**config.mk**
```make
export PLATFORM = sky130hd
export DESIGN_NAME = trigger_exposure_control
export DESIGN_NICKNAME = d
export VERILOG_FILES = /design/src/trig_pkg.sv /design/src/line_debouncer.sv /design/src/trigger_exposure_control.sv
export SDC_FILE = /design/constraint.sdc
export NUM_CORES = 1
export LEC_CHECK = 0
export ABC_CLOCK_PERIOD_IN_PS = 28800
export BUFFER_PORTS_ARGS = -buffer_cell sky130_fd_sc_hd__buf_2
export CORE_ASPECT_RATIO = 1.2
export CORE_UTILIZATION = 30
export DETAILED_ROUTE_END_ITERATION = 10
export PLACE_DENSITY = 0.53
export SLEW_MARGIN = 20
export SYNTH_ARGS = -nofsm -noshare
export SYNTH_HDL_FRONTEND = slang
export SYNTH_HIERARCHICAL = 1
export SYNTH_SLANG_ARGS = --single-unit
```
**constraint.sdc**
```tcl
create_clock -name REF_CLK -period 28.8 [get_ports REF_CLK]
set_clock_uncertainty 0.05 [all_clocks]
set_input_delay 4.32 -clock REF_CLK [delete_from_list [all_inputs] [get_ports REF_CLK]]
set_output_delay 4.32 -clock REF_CLK [all_outputs]
set_load 0.02 [all_outputs]
```
**src/trig_pkg.sv**
```systemverilog
// Shared constants and types for the trigger and exposure control block.
// Assumes a single 20 MHz clock and an AXI4-Lite register port with byte addresses.
package trig_pkg;

  // ---------------------------------------------------------------------------
  // Clock and timing
  // ---------------------------------------------------------------------------
  localparam int CLK_MHZ = 20;                  // Reference clock rate in MHz.
  localparam int DEBOUNCE_TIME_NS = 1000;       // Default debounce time in ns.
  localparam int DEBOUNCE_CYCLES = (DEBOUNCE_TIME_NS * CLK_MHZ + 999) / 1000;
  localparam int EXPOSURE_TIME_US = 45345;      // Default exposure time in us.
  localparam int EXPOSURE_CYCLES = EXPOSURE_TIME_US * CLK_MHZ;
  localparam int DELAY_POS_NS = 4400;           // Recognition delay, positive polarity.
  localparam int DELAY_POS_CYCLES = (DELAY_POS_NS * CLK_MHZ) / 1000;
  localparam int DELAY_NEG_NS = 53200;          // Recognition delay, negative polarity.
  localparam int DELAY_NEG_CYCLES = (DELAY_NEG_NS * CLK_MHZ) / 1000;
  localparam int READOUT_TIME_US = 100;         // Default image output time in us.
  localparam int READOUT_CYCLES = READOUT_TIME_US * CLK_MHZ;
  localparam int STROBE_LEN_NS = 1000;          // Default strobe length in ns.
  localparam int STROBE_LEN_CYCLES = (STROBE_LEN_NS * CLK_MHZ + 999) / 1000;

  // ---------------------------------------------------------------------------
  // Register byte offsets
  // ---------------------------------------------------------------------------
  localparam logic [7:0] ADDR_CTRL = 8'h00;
  localparam logic [7:0] ADDR_DEBOUNCE = 8'h04;
  localparam logic [7:0] ADDR_EXPOSURE = 8'h08;
  localparam logic [7:0] ADDR_TRIG_DELAY = 8'h0C;
  localparam logic [7:0] ADDR_STROBE_START_OFFSET = 8'h10;
  localparam logic [7:0] ADDR_STROBE_LENGTH = 8'h14;
  localparam logic [7:0] ADDR_READOUT = 8'h18;
  localparam logic [7:0] ADDR_STATUS = 8'h1C;

  // ---------------------------------------------------------------------------
  // Control fields and reset values
  // ---------------------------------------------------------------------------
  localparam int CTRL_MODE_LSB = 0;             // Two-bit operating mode.
  localparam int CTRL_POL_BIT = 2;              // 1 = positive polarity.
  localparam int CTRL_SRC_BIT = 3;              // 0 = isolated input, 1 = open-collector line.
  localparam int CTRL_SWTRIG_BIT = 4;           // Write 1 for a software trigger.
  localparam int CTRL_OCOUT_BIT = 5;            // 1 = open-collector line drives the strobe.
  localparam logic [1:0] CTRL_MODE_RESET = 2'h0;
  localparam logic CTRL_POL_RESET = 1'b1;
  localparam logic [15:0] DEBOUNCE_RESET = 16'(DEBOUNCE_CYCLES);
  localparam logic [15:0] DELAY_POS_RESET = 16'(DELAY_POS_CYCLES);
  localparam logic [15:0] DELAY_NEG_RESET = 16'(DELAY_NEG_CYCLES);
  localparam logic [15:0] STROBE_OFFSET_RESET = 16'h0000;
  localparam logic [15:0] STROBE_LEN_RESET = 16'(STROBE_LEN_CYCLES);

  // AXI responses.
  localparam logic [1:0] RESP_OKAY = 2'h0;
  localparam logic [1:0] RESP_SLVERR = 2'h2;

  // Operating modes.
  typedef enum logic [1:0] {
    MODE_FREE_RUN = 2'b00,
    MODE_PULSE_WIDTH = 2'b01,
    MODE_EDGE_PRESET = 2'b10,
    MODE_EDGE_GUARDED = 2'b11
  } trig_mode_t;

  // Frame sequencer states.
  typedef enum logic [1:0] {
    ST_IDLE = 2'b00,
    ST_DELAY = 2'b01,
    ST_EXPOSE = 2'b10,
    ST_READOUT = 2'b11
  } frame_state_t;

endpackage

```
**src/line_debouncer.sv**
```systemverilog
// Level debouncer for one trigger line.
// Assumes the raw input is already synchronous to the clock.
`timescale 1ns/100ps
`default_nettype none
module line_debouncer #(
  parameter int CW = 16
) (
  // Clock and reset.
  input wire logic clk,
  input wire logic rst_n,
  // Line and setting.
  input wire logic raw,
  input wire logic [CW-1:0] limit,
  // Filtered level.
  output logic filtered
);

  logic [CW-1:0] cnt; // Cycles the raw level has differed from the filtered one.

  // ---------------------------------------------------------------------------
  // Filter
  // ---------------------------------------------------------------------------
  // A change is taken only after it has stood for the whole limit, so a short
  // pulse never reaches the filtered level; both edges are delayed alike, which
  // keeps the width of an accepted pulse intact.
  always_ff @(posedge clk or negedge rst_n) begin
    if (!rst_n) begin
      cnt <= '0;
      filtered <= 1'b0;
    end else if (raw == filtered) begin
      cnt <= '0;
    end else if (cnt + 1'b1 >= limit) begin
      cnt <= '0;
      filtered <= raw;
    end else begin
      cnt <= cnt + 1'b1;
    end
  end

endmodule
`default_nettype wire

```
**src/trigger_exposure_control.sv**
```systemverilog
// Trigger-driven exposure sequencer with an AXI4-Lite register port.
// Assumes trigger pins are synchronous to REF_CLK and the bus master keeps one
// write and one read outstanding at most.
//
// Added by the designer: the AXI4-Lite register port and the address map.
`timescale 1ns/100ps
`default_nettype none
module trigger_exposure_control #(
  parameter logic [23:0] EXPOSURE_RESET = 24'(trig_pkg::EXPOSURE_CYCLES),
  parameter logic [15:0] READOUT_RESET = 16'(trig_pkg::READOUT_CYCLES)
) (
  // Clock and reset.
  input wire logic REF_CLK,
  input wire logic RST_B,
  // AXI4-Lite write channels.
  input wire logic [7:0] S_AXI_AWADDR,
  input wire logic S_AXI_AWVALID,
  output logic S_AXI_AWREADY,
  input wire logic [31:0] S_AXI_WDATA,
  input wire logic [3:0] S_AXI_WSTRB,
  input wire logic S_AXI_WVALID,
  output logic S_AXI_WREADY,
  output logic [1:0] S_AXI_BRESP,
  output logic S_AXI_BVALID,
  input wire logic S_AXI_BREADY,
  // AXI4-Lite read channels.
  input wire logic [7:0] S_AXI_ARADDR,
  input wire logic S_AXI_ARVALID,
  output logic S_AXI_ARREADY,
  output logic [31:0] S_AXI_RDATA,
  output logic [1:0] S_AXI_RRESP,
  output logic S_AXI_RVALID,
  input wire logic S_AXI_RREADY,
  // Trigger lines.
  input wire logic ISOLATED_TRIGGER_INPUT,
  input wire logic OPEN_COLLECTOR_IO_LINE_IN,
  output logic OPEN_COLLECTOR_IO_LINE_OUT,
  output logic OPEN_COLLECTOR_IO_LINE_OE,
  // Camera timing outputs.
  output logic EXPOSURE_ACTIVE,
  output logic FRAME_TRIGGER,
  output logic FRAME_BUSY,
  output logic STROBE
);

  // ---------------------------------------------------------------------------
  // Reset release
  // ---------------------------------------------------------------------------
  logic [1:0] rst_pipe; // Release pipeline for the asynchronous reset.
  logic rst_n; // Reset copy used by all logic.

  // The reset asserts at once and releases two edges later, clear of the clock.
  always_ff @(posedge REF_CLK or negedge RST_B) begin
    if (!RST_B) begin
      rst_pipe <= 2'h0;
    end else begin
      rst_pipe <= {rst_pipe[0], 1'b1};
    end
  end
  assign rst_n = rst_pipe[1];

  // ---------------------------------------------------------------------------
  // Registers
  // ---------------------------------------------------------------------------
  logic [1:0] mode; // Operating mode.
  logic pol; // Trigger polarity, 1 = positive.
  logic src; // Trigger source select.
  logic ocout; // Open-collector line used as strobe output.
  logic sw_trig; // One-cycle software trigger.
  logic [15:0] debounce_limit; // Debounce time in cycles.
  logic [23:0] exposure_time; // Stored exposure time in cycles.
  logic [15:0] delay_pos; // Recognition delay for positive polarity.
  logic [15:0] delay_neg; // Recognition delay for negative polarity.
  logic [15:0] strobe_start_offset; // Cycles from frame trigger to strobe.
  logic [15:0] strobe_length; // Strobe length in cycles.
  logic [15:0] readout_time; // Image output time in cycles.
  logic [15:0] frame_count; // Frames started since reset.
  logic [7:0] aw_addr; // Latched write address.
  logic [31:0] w_data; // Latched write data.
  logic [3:0] w_strb; // Latched write strobes.
  logic aw_held; // Write address taken.
  logic w_held; // Write data taken.
  trig_pkg::frame_state_t state; // Frame sequencer state.
  logic iso_filt; // Debounced isolated input.
  logic oc_filt; // Debounced open-collector line.

  // Write decode: a write fires once both halves are held and no response waits.
  wire do_write = aw_held && w_held && !S_AXI_BVALID;
  wire wr_ctrl = do_write && aw_addr == trig_pkg::ADDR_CTRL;
  wire wr_deb = do_write && aw_addr == trig_pkg::ADDR_DEBOUNCE;
  wire wr_exp = do_write && aw_addr == trig_pkg::ADDR_EXPOSURE;
  wire wr_dly = do_write && aw_addr == trig_pkg::ADDR_TRIG_DELAY;
  wire wr_sso = do_write && aw_addr == trig_pkg::ADDR_STROBE_START_OFFSET;
  wire wr_sl = do_write && aw_addr == trig_pkg::ADDR_STROBE_LENGTH;
  wire wr_ro = do_write && aw_addr == trig_pkg::ADDR_READOUT;
  wire wr_ok = wr_ctrl || wr_deb || wr_exp || wr_dly || wr_sso || wr_sl || wr_ro ||
               aw_addr == trig_pkg::ADDR_STATUS;
  wire [31:0] wmask = {{8{w_strb[3]}}, {8{w_strb[2]}}, {8{w_strb[1]}}, {8{w_strb[0]}}};
  wire [31:0] wval = w_data & wmask;

  // Read decode and mux.
  wire [31:0] status_word = {frame_count, 10'h000, oc_filt, iso_filt, state,
                             FRAME_BUSY, EXPOSURE_ACTIVE};
  wire rd_hit = S_AXI_ARADDR[7:5] == 3'h0 && S_AXI_ARADDR[1:0] == 2'h0;
  wire [31:0] rd_word =
    S_AXI_ARADDR == trig_pkg::ADDR_CTRL ? {26'h0000000, ocout, 1'b0, src, pol, mode} :
    S_AXI_ARADDR == trig_pkg::ADDR_DEBOUNCE ? {16'h0000, debounce_limit} :
    S_AXI_ARADDR == trig_pkg::ADDR_EXPOSURE ? {8'h00, exposure_time} :
    S_AXI_ARADDR == trig_pkg::ADDR_TRIG_DELAY ? {delay_neg, delay_pos} :
    S_AXI_ARADDR == trig_pkg::ADDR_STROBE_START_OFFSET ? {16'h0000, strobe_start_offset} :
    S_AXI_ARADDR == trig_pkg::ADDR_STROBE_LENGTH ? {16'h0000, strobe_length} :
    S_AXI_ARADDR == trig_pkg::ADDR_READOUT ? {16'h0000, readout_time} :
    S_AXI_ARADDR == trig_pkg::ADDR_STATUS ? status_word : 32'h00000000;

  // Bus handshakes; each half of a write is held until the response goes out.
  always_ff @(posedge REF_CLK or negedge rst_n) begin
    if (!rst_n) begin
      S_AXI_AWREADY <= 1'b0;
      S_AXI_WREADY <= 1'b0;
      aw_held <= 1'b0;
      w_held <= 1'b0;
      aw_addr <= 8'h00;
      w_data <= 32'h00000000;
      w_strb <= 4'h0;
      S_AXI_BVALID <= 1'b0;
      S_AXI_BRESP <= trig_pkg::RESP_OKAY;
    end else begin
      S_AXI_AWREADY <= !aw_held && !S_AXI_AWREADY && !S_AXI_AWVALID ? 1'b1 :
                       !(S_AXI_AWVALID && S_AXI_AWREADY) && !aw_held;
      S_AXI_WREADY <= !(S_AXI_WVALID && S_AXI_WREADY) && !w_held;
      if (S_AXI_AWVALID && S_AXI_AWREADY) begin
        aw_held <= 1'b1;
        aw_addr <= S_AXI_AWADDR;
      end
      if (S_AXI_WVALID && S_AXI_WREADY) begin
        w_held <= 1'b1;
        w_data <= S_AXI_WDATA;
        w_strb <= S_AXI_WSTRB;
      end
      if (do_write) begin
        S_AXI_BVALID <= 1'b1;
        S_AXI_BRESP <= wr_ok ? trig_pkg::RESP_OKAY : trig_pkg::RESP_SLVERR;
      end else if (S_AXI_BVALID && S_AXI_BREADY) begin
        S_AXI_BVALID <= 1'b0;
        aw_held <= 1'b0;
        w_held <= 1'b0;
      end
    end
  end

  // Read channel: one cycle from address to data, held until taken.
  always_ff @(posedge REF_CLK or negedge rst_n) begin
    if (!rst_n) begin
      S_AXI_ARREADY <= 1'b0;
      S_AXI_RVALID <= 1'b0;
      S_AXI_RDATA <= 32'h00000000;
      S_AXI_RRESP <= trig_pkg::RESP_OKAY;
    end else begin
      S_AXI_ARREADY <= !S_AXI_RVALID && !(S_AXI_ARVALID && S_AXI_ARREADY);
      if (S_AXI_ARVALID && S_AXI_ARREADY) begin
        S_AXI_RVALID <= 1'b1;
        S_AXI_RDATA <= rd_word;
        S_AXI_RRESP <= rd_hit ? trig_pkg::RESP_OKAY : trig_pkg::RESP_SLVERR;
      end else if (S_AXI_RVALID && S_AXI_RREADY) begin
        S_AXI_RVALID <= 1'b0;
      end
    end
  end

  // Configuration registers; unused strobe lanes keep their old bytes out.
  always_ff @(posedge REF_CLK or negedge rst_n) begin
    if (!rst_n) begin
      mode <= trig_pkg::CTRL_MODE_RESET;
      pol <= trig_pkg::CTRL_POL_RESET;
      src <= 1'b0;
      ocout <= 1'b0;
      sw_trig <= 1'b0;
      debounce_limit <= trig_pkg::DEBOUNCE_RESET;
      exposure_time <= EXPOSURE_RESET;
      delay_pos <= trig_pkg::DELAY_POS_RESET;
      delay_neg <= trig_pkg::DELAY_NEG_RESET;
      strobe_start_offset <= trig_pkg::STROBE_OFFSET_RESET;
      strobe_length <= trig_pkg::STROBE_LEN_RESET;
      readout_time <= READOUT_RESET;
    end else begin
      sw_trig <= wr_ctrl && w_strb[0] && w_data[trig_pkg::CTRL_SWTRIG_BIT];
      if (wr_ctrl && w_strb[0]) begin
        mode <= w_data[trig_pkg::CTRL_MODE_LSB +: 2];
        pol <= w_data[trig_pkg::CTRL_POL_BIT];
        src <= w_data[trig_pkg::CTRL_SRC_BIT];
        ocout <= w_data[trig_pkg::CTRL_OCOUT_BIT];
      end
      if (wr_deb) debounce_limit <= (wval[15:0]) | (debounce_limit & ~wmask[15:0]);
      if (wr_exp) exposure_time <= wval[23:0] | (exposure_time & ~wmask[23:0]);
      if (wr_dly) delay_pos <= wval[15:0] | (delay_pos & ~wmask[15:0]);
      if (wr_dly) delay_neg <= wval[31:16] | (delay_neg & ~wmask[31:16]);
      if (wr_sso) strobe_start_offset <= wval[15:0] | (strobe_start_offset & ~wmask[15:0]);
      if (wr_sl) strobe_length <= wval[15:0] | (strobe_length & ~wmask[15:0]);
      if (wr_ro) readout_time <= wval[15:0] | (readout_time & ~wmask[15:0]);
    end
  end

  // ---------------------------------------------------------------------------
  // Trigger conditioning
  // ---------------------------------------------------------------------------
  line_debouncer #(.CW(16)) iso_filter (
    .clk(REF_CLK), .rst_n(rst_n), .raw(ISOLATED_TRIGGER_INPUT),
    .limit(debounce_limit), .filtered(iso_filt)
  );
  line_debouncer #(.CW(16)) oc_filter (
    .clk(REF_CLK), .rst_n(rst_n), .raw(OPEN_COLLECTOR_IO_LINE_IN),
    .limit(debounce_limit), .filtered(oc_filt)
  );

  logic active_q; // Previous active level of the chosen line.
  wire filt_sel = src ? oc_filt : iso_filt;
  wire active_lvl = pol ? filt_sel : !filt_sel;
  wire act_start = active_lvl && !active_q;
  wire act_end = !active_lvl && active_q;
  wire [15:0] rec_delay = pol ? delay_pos : delay_neg;

  // ---------------------------------------------------------------------------
  // Frame sequencer
  // ---------------------------------------------------------------------------
  logic [15:0] dly_cnt; // Cycles left before the frame trigger.
  logic [23:0] ex_cnt; // Cycles already exposed.
  logic [23:0] pw_len; // Measured active pulse length.
  logic pulse_on; // Pulse being measured.
  logic pulse_done; // Pulse end seen.
  logic [15:0] ro_cnt; // Image output cycles elapsed.
  trig_pkg::frame_state_t next_state; // Sequencer state after this edge.
  logic next_frame; // Frame trigger this cycle.

  wire pw_mode = mode == trig_pkg::MODE_PULSE_WIDTH;
  wire edge_req = (act_start || sw_trig) && mode[1];
  // Plain edge preset may restart during image output; the guarded one may not.
  wire accept = state == trig_pkg::ST_IDLE ? (edge_req || pw_mode && act_start) :
                state == trig_pkg::ST_READOUT && mode == trig_pkg::MODE_EDGE_PRESET && edge_req;
  wire [23:0] ex_target = pw_mode ? pw_len : exposure_time;
  wire ex_last = (ex_cnt + 24'h000001 >= ex_target) && (!pw_mode || pulse_done);
  wire ro_last = ro_cnt + 16'h0001 >= readout_time;

  // Next-state decode; a trigger in a busy state is simply dropped, except an edge-preset one during image output.
  always_comb begin
    next_state = state;
    next_frame = 1'b0;
    unique case (state)
      trig_pkg::ST_IDLE: begin
        if (mode == trig_pkg::MODE_FREE_RUN) begin
          next_state = trig_pkg::ST_EXPOSE;
          next_frame = 1'b1;
        end else if (accept) begin
          next_state = trig_pkg::ST_DELAY;
        end
      end
      trig_pkg::ST_DELAY: begin
        if (dly_cnt == 16'h0000) begin
          next_state = trig_pkg::ST_EXPOSE;
          next_frame = 1'b1;
        end
      end
      trig_pkg::ST_EXPOSE: begin
        if (ex_last) next_state = trig_pkg::ST_READOUT;
      end
      trig_pkg::ST_READOUT: begin
        if (accept) next_state = trig_pkg::ST_DELAY;
        else if (ro_last) next_state = trig_pkg::ST_IDLE;
      end
    endcase
  end

  // Counters and flags of the sequencer.
  always_ff @(posedge REF_CLK or negedge rst_n) begin
    if (!rst_n) begin
      state <= trig_pkg::ST_IDLE;
      active_q <= 1'b0;
      dly_cnt <= 16'h0000;
      ex_cnt <= 24'h000000;
      ro_cnt <= 16'h0000;
      pw_len <= 24'h000000;
      pulse_on <= 1'b0;
      pulse_done <= 1'b0;
      frame_count <= 16'h0000;
    end else begin
      state <= next_state;
      active_q <= active_lvl;
      dly_cnt <= accept ? rec_delay : (dly_cnt != 16'h0000 ? dly_cnt - 16'h0001 : dly_cnt);
      ex_cnt <= next_frame ? 24'h000000 : ex_cnt + 24'h000001;
      ro_cnt <= state == trig_pkg::ST_EXPOSE ? 16'h0000 : ro_cnt + 16'h0001;
      if (accept && pw_mode) begin
        pulse_on <= 1'b1;
        pulse_done <= 1'b0;
        pw_len <= 24'h000001;
      end else if (pulse_on && act_end) begin
        pulse_on <= 1'b0;
        pulse_done <= 1'b1;
      end else if (pulse_on && pw_len != 24'hFFFFFF) begin
        pw_len <= pw_len + 24'h000001;
      end
      if (next_frame) frame_count <= frame_count + 16'h0001;
    end
  end

  // ---------------------------------------------------------------------------
  // Timing outputs and strobe timer
  // ---------------------------------------------------------------------------
  logic strobe_wait; // Counting the strobe start offset.
  logic [15:0] st_cnt; // Strobe timer count.

  // The strobe timer restarts on each frame trigger; a new frame cuts an old strobe.
  always_ff @(posedge REF_CLK or negedge rst_n) begin
    if (!rst_n) begin
      EXPOSURE_ACTIVE <= 1'b0;
      FRAME_TRIGGER <= 1'b0;
      FRAME_BUSY <= 1'b0;
      STROBE <= 1'b0;
      strobe_wait <= 1'b0;
      st_cnt <= 16'h0000;
      OPEN_COLLECTOR_IO_LINE_OUT <= 1'b0;
      OPEN_COLLECTOR_IO_LINE_OE <= 1'b0;
    end else begin
      EXPOSURE_ACTIVE <= next_state == trig_pkg::ST_EXPOSE;
      FRAME_TRIGGER <= next_frame;
      FRAME_BUSY <= next_state != trig_pkg::ST_IDLE;
      OPEN_COLLECTOR_IO_LINE_OUT <= 1'b0;
      if (next_frame) begin
        strobe_wait <= strobe_start_offset != 16'h0000;
        STROBE <= strobe_start_offset == 16'h0000 && strobe_length != 16'h0000;
        st_cnt <= strobe_start_offset == 16'h0000 ? strobe_length - 16'h0001 :
                  strobe_start_offset - 16'h0001;
      end else if (strobe_wait) begin
        if (st_cnt == 16'h0000) begin
          strobe_wait <= 1'b0;
          STROBE <= strobe_length != 16'h0000;
          st_cnt <= strobe_length - 16'h0001;
        end else begin
          st_cnt <= st_cnt - 16'h0001;
        end
      end else if (STROBE) begin
        if (st_cnt == 16'h0000) STROBE <= 1'b0;
        else st_cnt <= st_cnt - 16'h0001;
      end
      OPEN_COLLECTOR_IO_LINE_OE <= ocout && STROBE;
    end
  end

endmodule
`default_nettype wire

```
==> out/qor.txt <==
status = finished, final reports clean
initial antenna violation count = 0
Clk pwr share = 0.311
sequential power share = 0.423
commonest cells after routing, fill and taps aside = dfrtp_1, mux2_2, nand2_1, nor2_1, buf_2
Diodes inserted = 0
Syn Inst Count = 1878
via count = 14914
Placer Congestion = 0.916
Root Buffer = clkbuf_16
Worst-Margin Slew = 1.09 ns
Setup violations, final = 0
Post-Syn Area = 20000 µm²
# fillers = 6730
Worst Hold Slack = 0.308 ns
Worst Setup End Kind = register
row cnt = 103
Tmin final = 6.36 ns
# IOs = 108
Tot Pwr = 1.83 mW
Tcrit/Tclk final = 0.221
fmax = 157 MHz
core region area = 66000 µm²
setup TNS = 0 ns
final instance area = 23000 µm²
post_cts resized = 0
Placed Instance Area = 21500 µm²
switching share of power = 0.365
die area = 67800 µm²
R2R depth = 12
Starting Density = 0.304
Syn. warnings = 6
WL final = 60100 µm
synthesis-stage register bit count = 370
HP Class = register to register
PwrDens = 79.8 nW/µm²
Detail Route Antenna Nets = 0
setup bufs post-CTS = 0
CP Class = primary input to register
Worst EP required = 29.22 ns
Netlist cell types = 78
crit start category = primary input
vias in the first global route = 15261
Slew Limit Headroom = 0.264
Leakage Power = 10.4 nW
DRC = 0
worst skew pair latency = 0.58 ns
area occupied by multi-input gates = 10200 µm²
Post-synth EDFFs = 0
clock tree sinks = 370
clk buf depth = 3
Internal Power = 1.17 mW
largest net degree at the start of global routing = 156
CTS Hold Bufs = 0
logic gate share of total power = 0.266
DP HPWL = 44800 µm
total of max-cap violations = 0
IR drop worst, VDD = 0.0467 mV
H-tree depth = 2
top_reg_cell synth = dfrtp_1
P&R area growth vs syn = 14.7%
final hold vios = 0
Final #Nets = 2115
average cell area after synthesis = 10.7 µm²
die width = 238 µm
layout cell share with drive strength beyond 1 = 0.233
vias per inst = 5.15
global-route wire length before repair = 92600 µm
hold depth = 0
die height = 285 µm
asr flop ratio synth = 1.00
Starting DRT DRC Count = 912
clock-pin slew on the worst setup and hold paths = 0.06 ns
FF/Latch Area = 9300 µm²
RSZ-0062 raised after global routing = false
Worst Path Max Fanout = 11
WL per Instance = 20.8 µm
GRT overflow = 0
commonest non-fill, non-tap cell in the layout = dfrtp_1
Sw Pwr = 0.668 mW
IO buf count = 104
r2r setup slk = 24.42 ns
CTS tree = done
GR Util All Layers = 0.178
sequential share of the synthesized area = 0.464
TritonCTS Buffers = 41
1st-pass router iterations = 5
crit path DAT = 6.78 ns
Slew Viols, Final = 0
-- final timing paths --
path	start	endpoint
max	S_AXI_ARADDR[1]	S_AXI_RDATA[14]
min	rst_pipe[0]	rst_pipe[1]
max reg2reg	ex_cnt[0]	FRAME_BUSY
min reg2reg	rst_pipe[0]	rst_pipe[1]
max in group asynchronous	RST_B	rst_pipe[1]
min in group asynchronous	rst_pipe[1]	S_AXI_WREADY
-- Yosys cell counts (9+ instances only) --
cell type | count | area (µm²)
a211oi_1 | 10 | 75.1
a21oi_1 | 74 | 370
a222oi_1 | 9 | 90.1
a22oi_1 | 10 | 75.1
a31oi_1 | 10 | 62.6
and2_1 | 31 | 194
and2b_1 | 10 | 75.1
and3_1 | 14 | 87.6
clkbuf_1 | 47 | 176
dfrtp_1 | 342 | 8560
dfstp_2 | 28 | 736
ha_1 | 84 | 1050
inv_1 | 75 | 282
mux2_2 | 185 | 2080
mux2i_1 | 57 | 571
mux4_2 | 11 | 248
nand2_1 | 151 | 567
nand2b_1 | 11 | 68.8
nand3_1 | 61 | 305
nand4_1 | 44 | 275
nor2_1 | 119 | 447
nor2b_1 | 16 | 100
nor2b_2 | 16 | 140
nor3_1 | 36 | 180
nor4_1 | 25 | 156
o21a_1 | 13 | 97.6
o21ai_0 | 90 | 450
o22ai_1 | 16 | 100
or4_1 | 10 | 75.1
xnor2_1 | 82 | 718
xor2_1 | 51 | 447
-- metal layers --
metal	GRT usage	part of all wire	up-vias	wire [µm]
met5	0	0	-	0
met4	0.0702	0.038	0	2280
met3	0.0237	0.036	94	2170
met2	0.312	0.51	333	30400
met1	0.219	0.42	7561	25200
li1	-	-	6926	-
-- through the flow --
stage                     std cells  utilization  setup WS [ns]
after floorplan                1880            -          17.72
after global placement         2819        0.326          21.81
after detailed placement       2819        0.326          21.64
after CTS                      2894        0.348          22.28
after global routing           2894        0.348          22.22
final                          2894        0.348          22.44
-- final cells by class --
class	instances	share of cell area
Multi-Input combinational cell	1367	0.444
Clock inverter	22	0.0131
Sequential cell	370	0.405
Tap cell	892	0.0486
Timing Repair Buffer	115	0.0270
Inverter	75	0.0123
Clock buffer	53	0.0502
-- power by group through the flow --
stage / sequential, mW / clock (mW) / combinational, mW
2_1_floorplan: 0.704 / 0 / 0.374
3_3_place_gp: 0.782 / 0 / 0.478
3_5_place_dp: 0.785 / 0 / 0.489
4_1_cts: 0.775 / 0.582 / 0.492
5_1_grt: 0.786 / 0.601 / 0.542
6_report: 0.776 / 0.570 / 0.487
-- cell families after synthesis --
family                     after synthesis  share of synthesized area
other                                    2                   0.000375
adders and majority gates               84                     0.0525
DFF                                    370                      0.464
AOI/OAI and AO/OA                      284                     0.0872
and+or+nand+nor                        607                      0.162
xor gates and xnor gates               135                     0.0598
muxes                                  253                      0.145
buffers and inverters                  143                     0.0292
-- critical path: stages --
cell and delay (ns):
buf_2 0.09, or4_1 0.64, nor3_1 0.83, o21ai_1 0.43, o22ai_1 0.23, nand2_1 0.07, o21ai_0 0.16
Note: power is estimated with default switching activity, not from simulation.
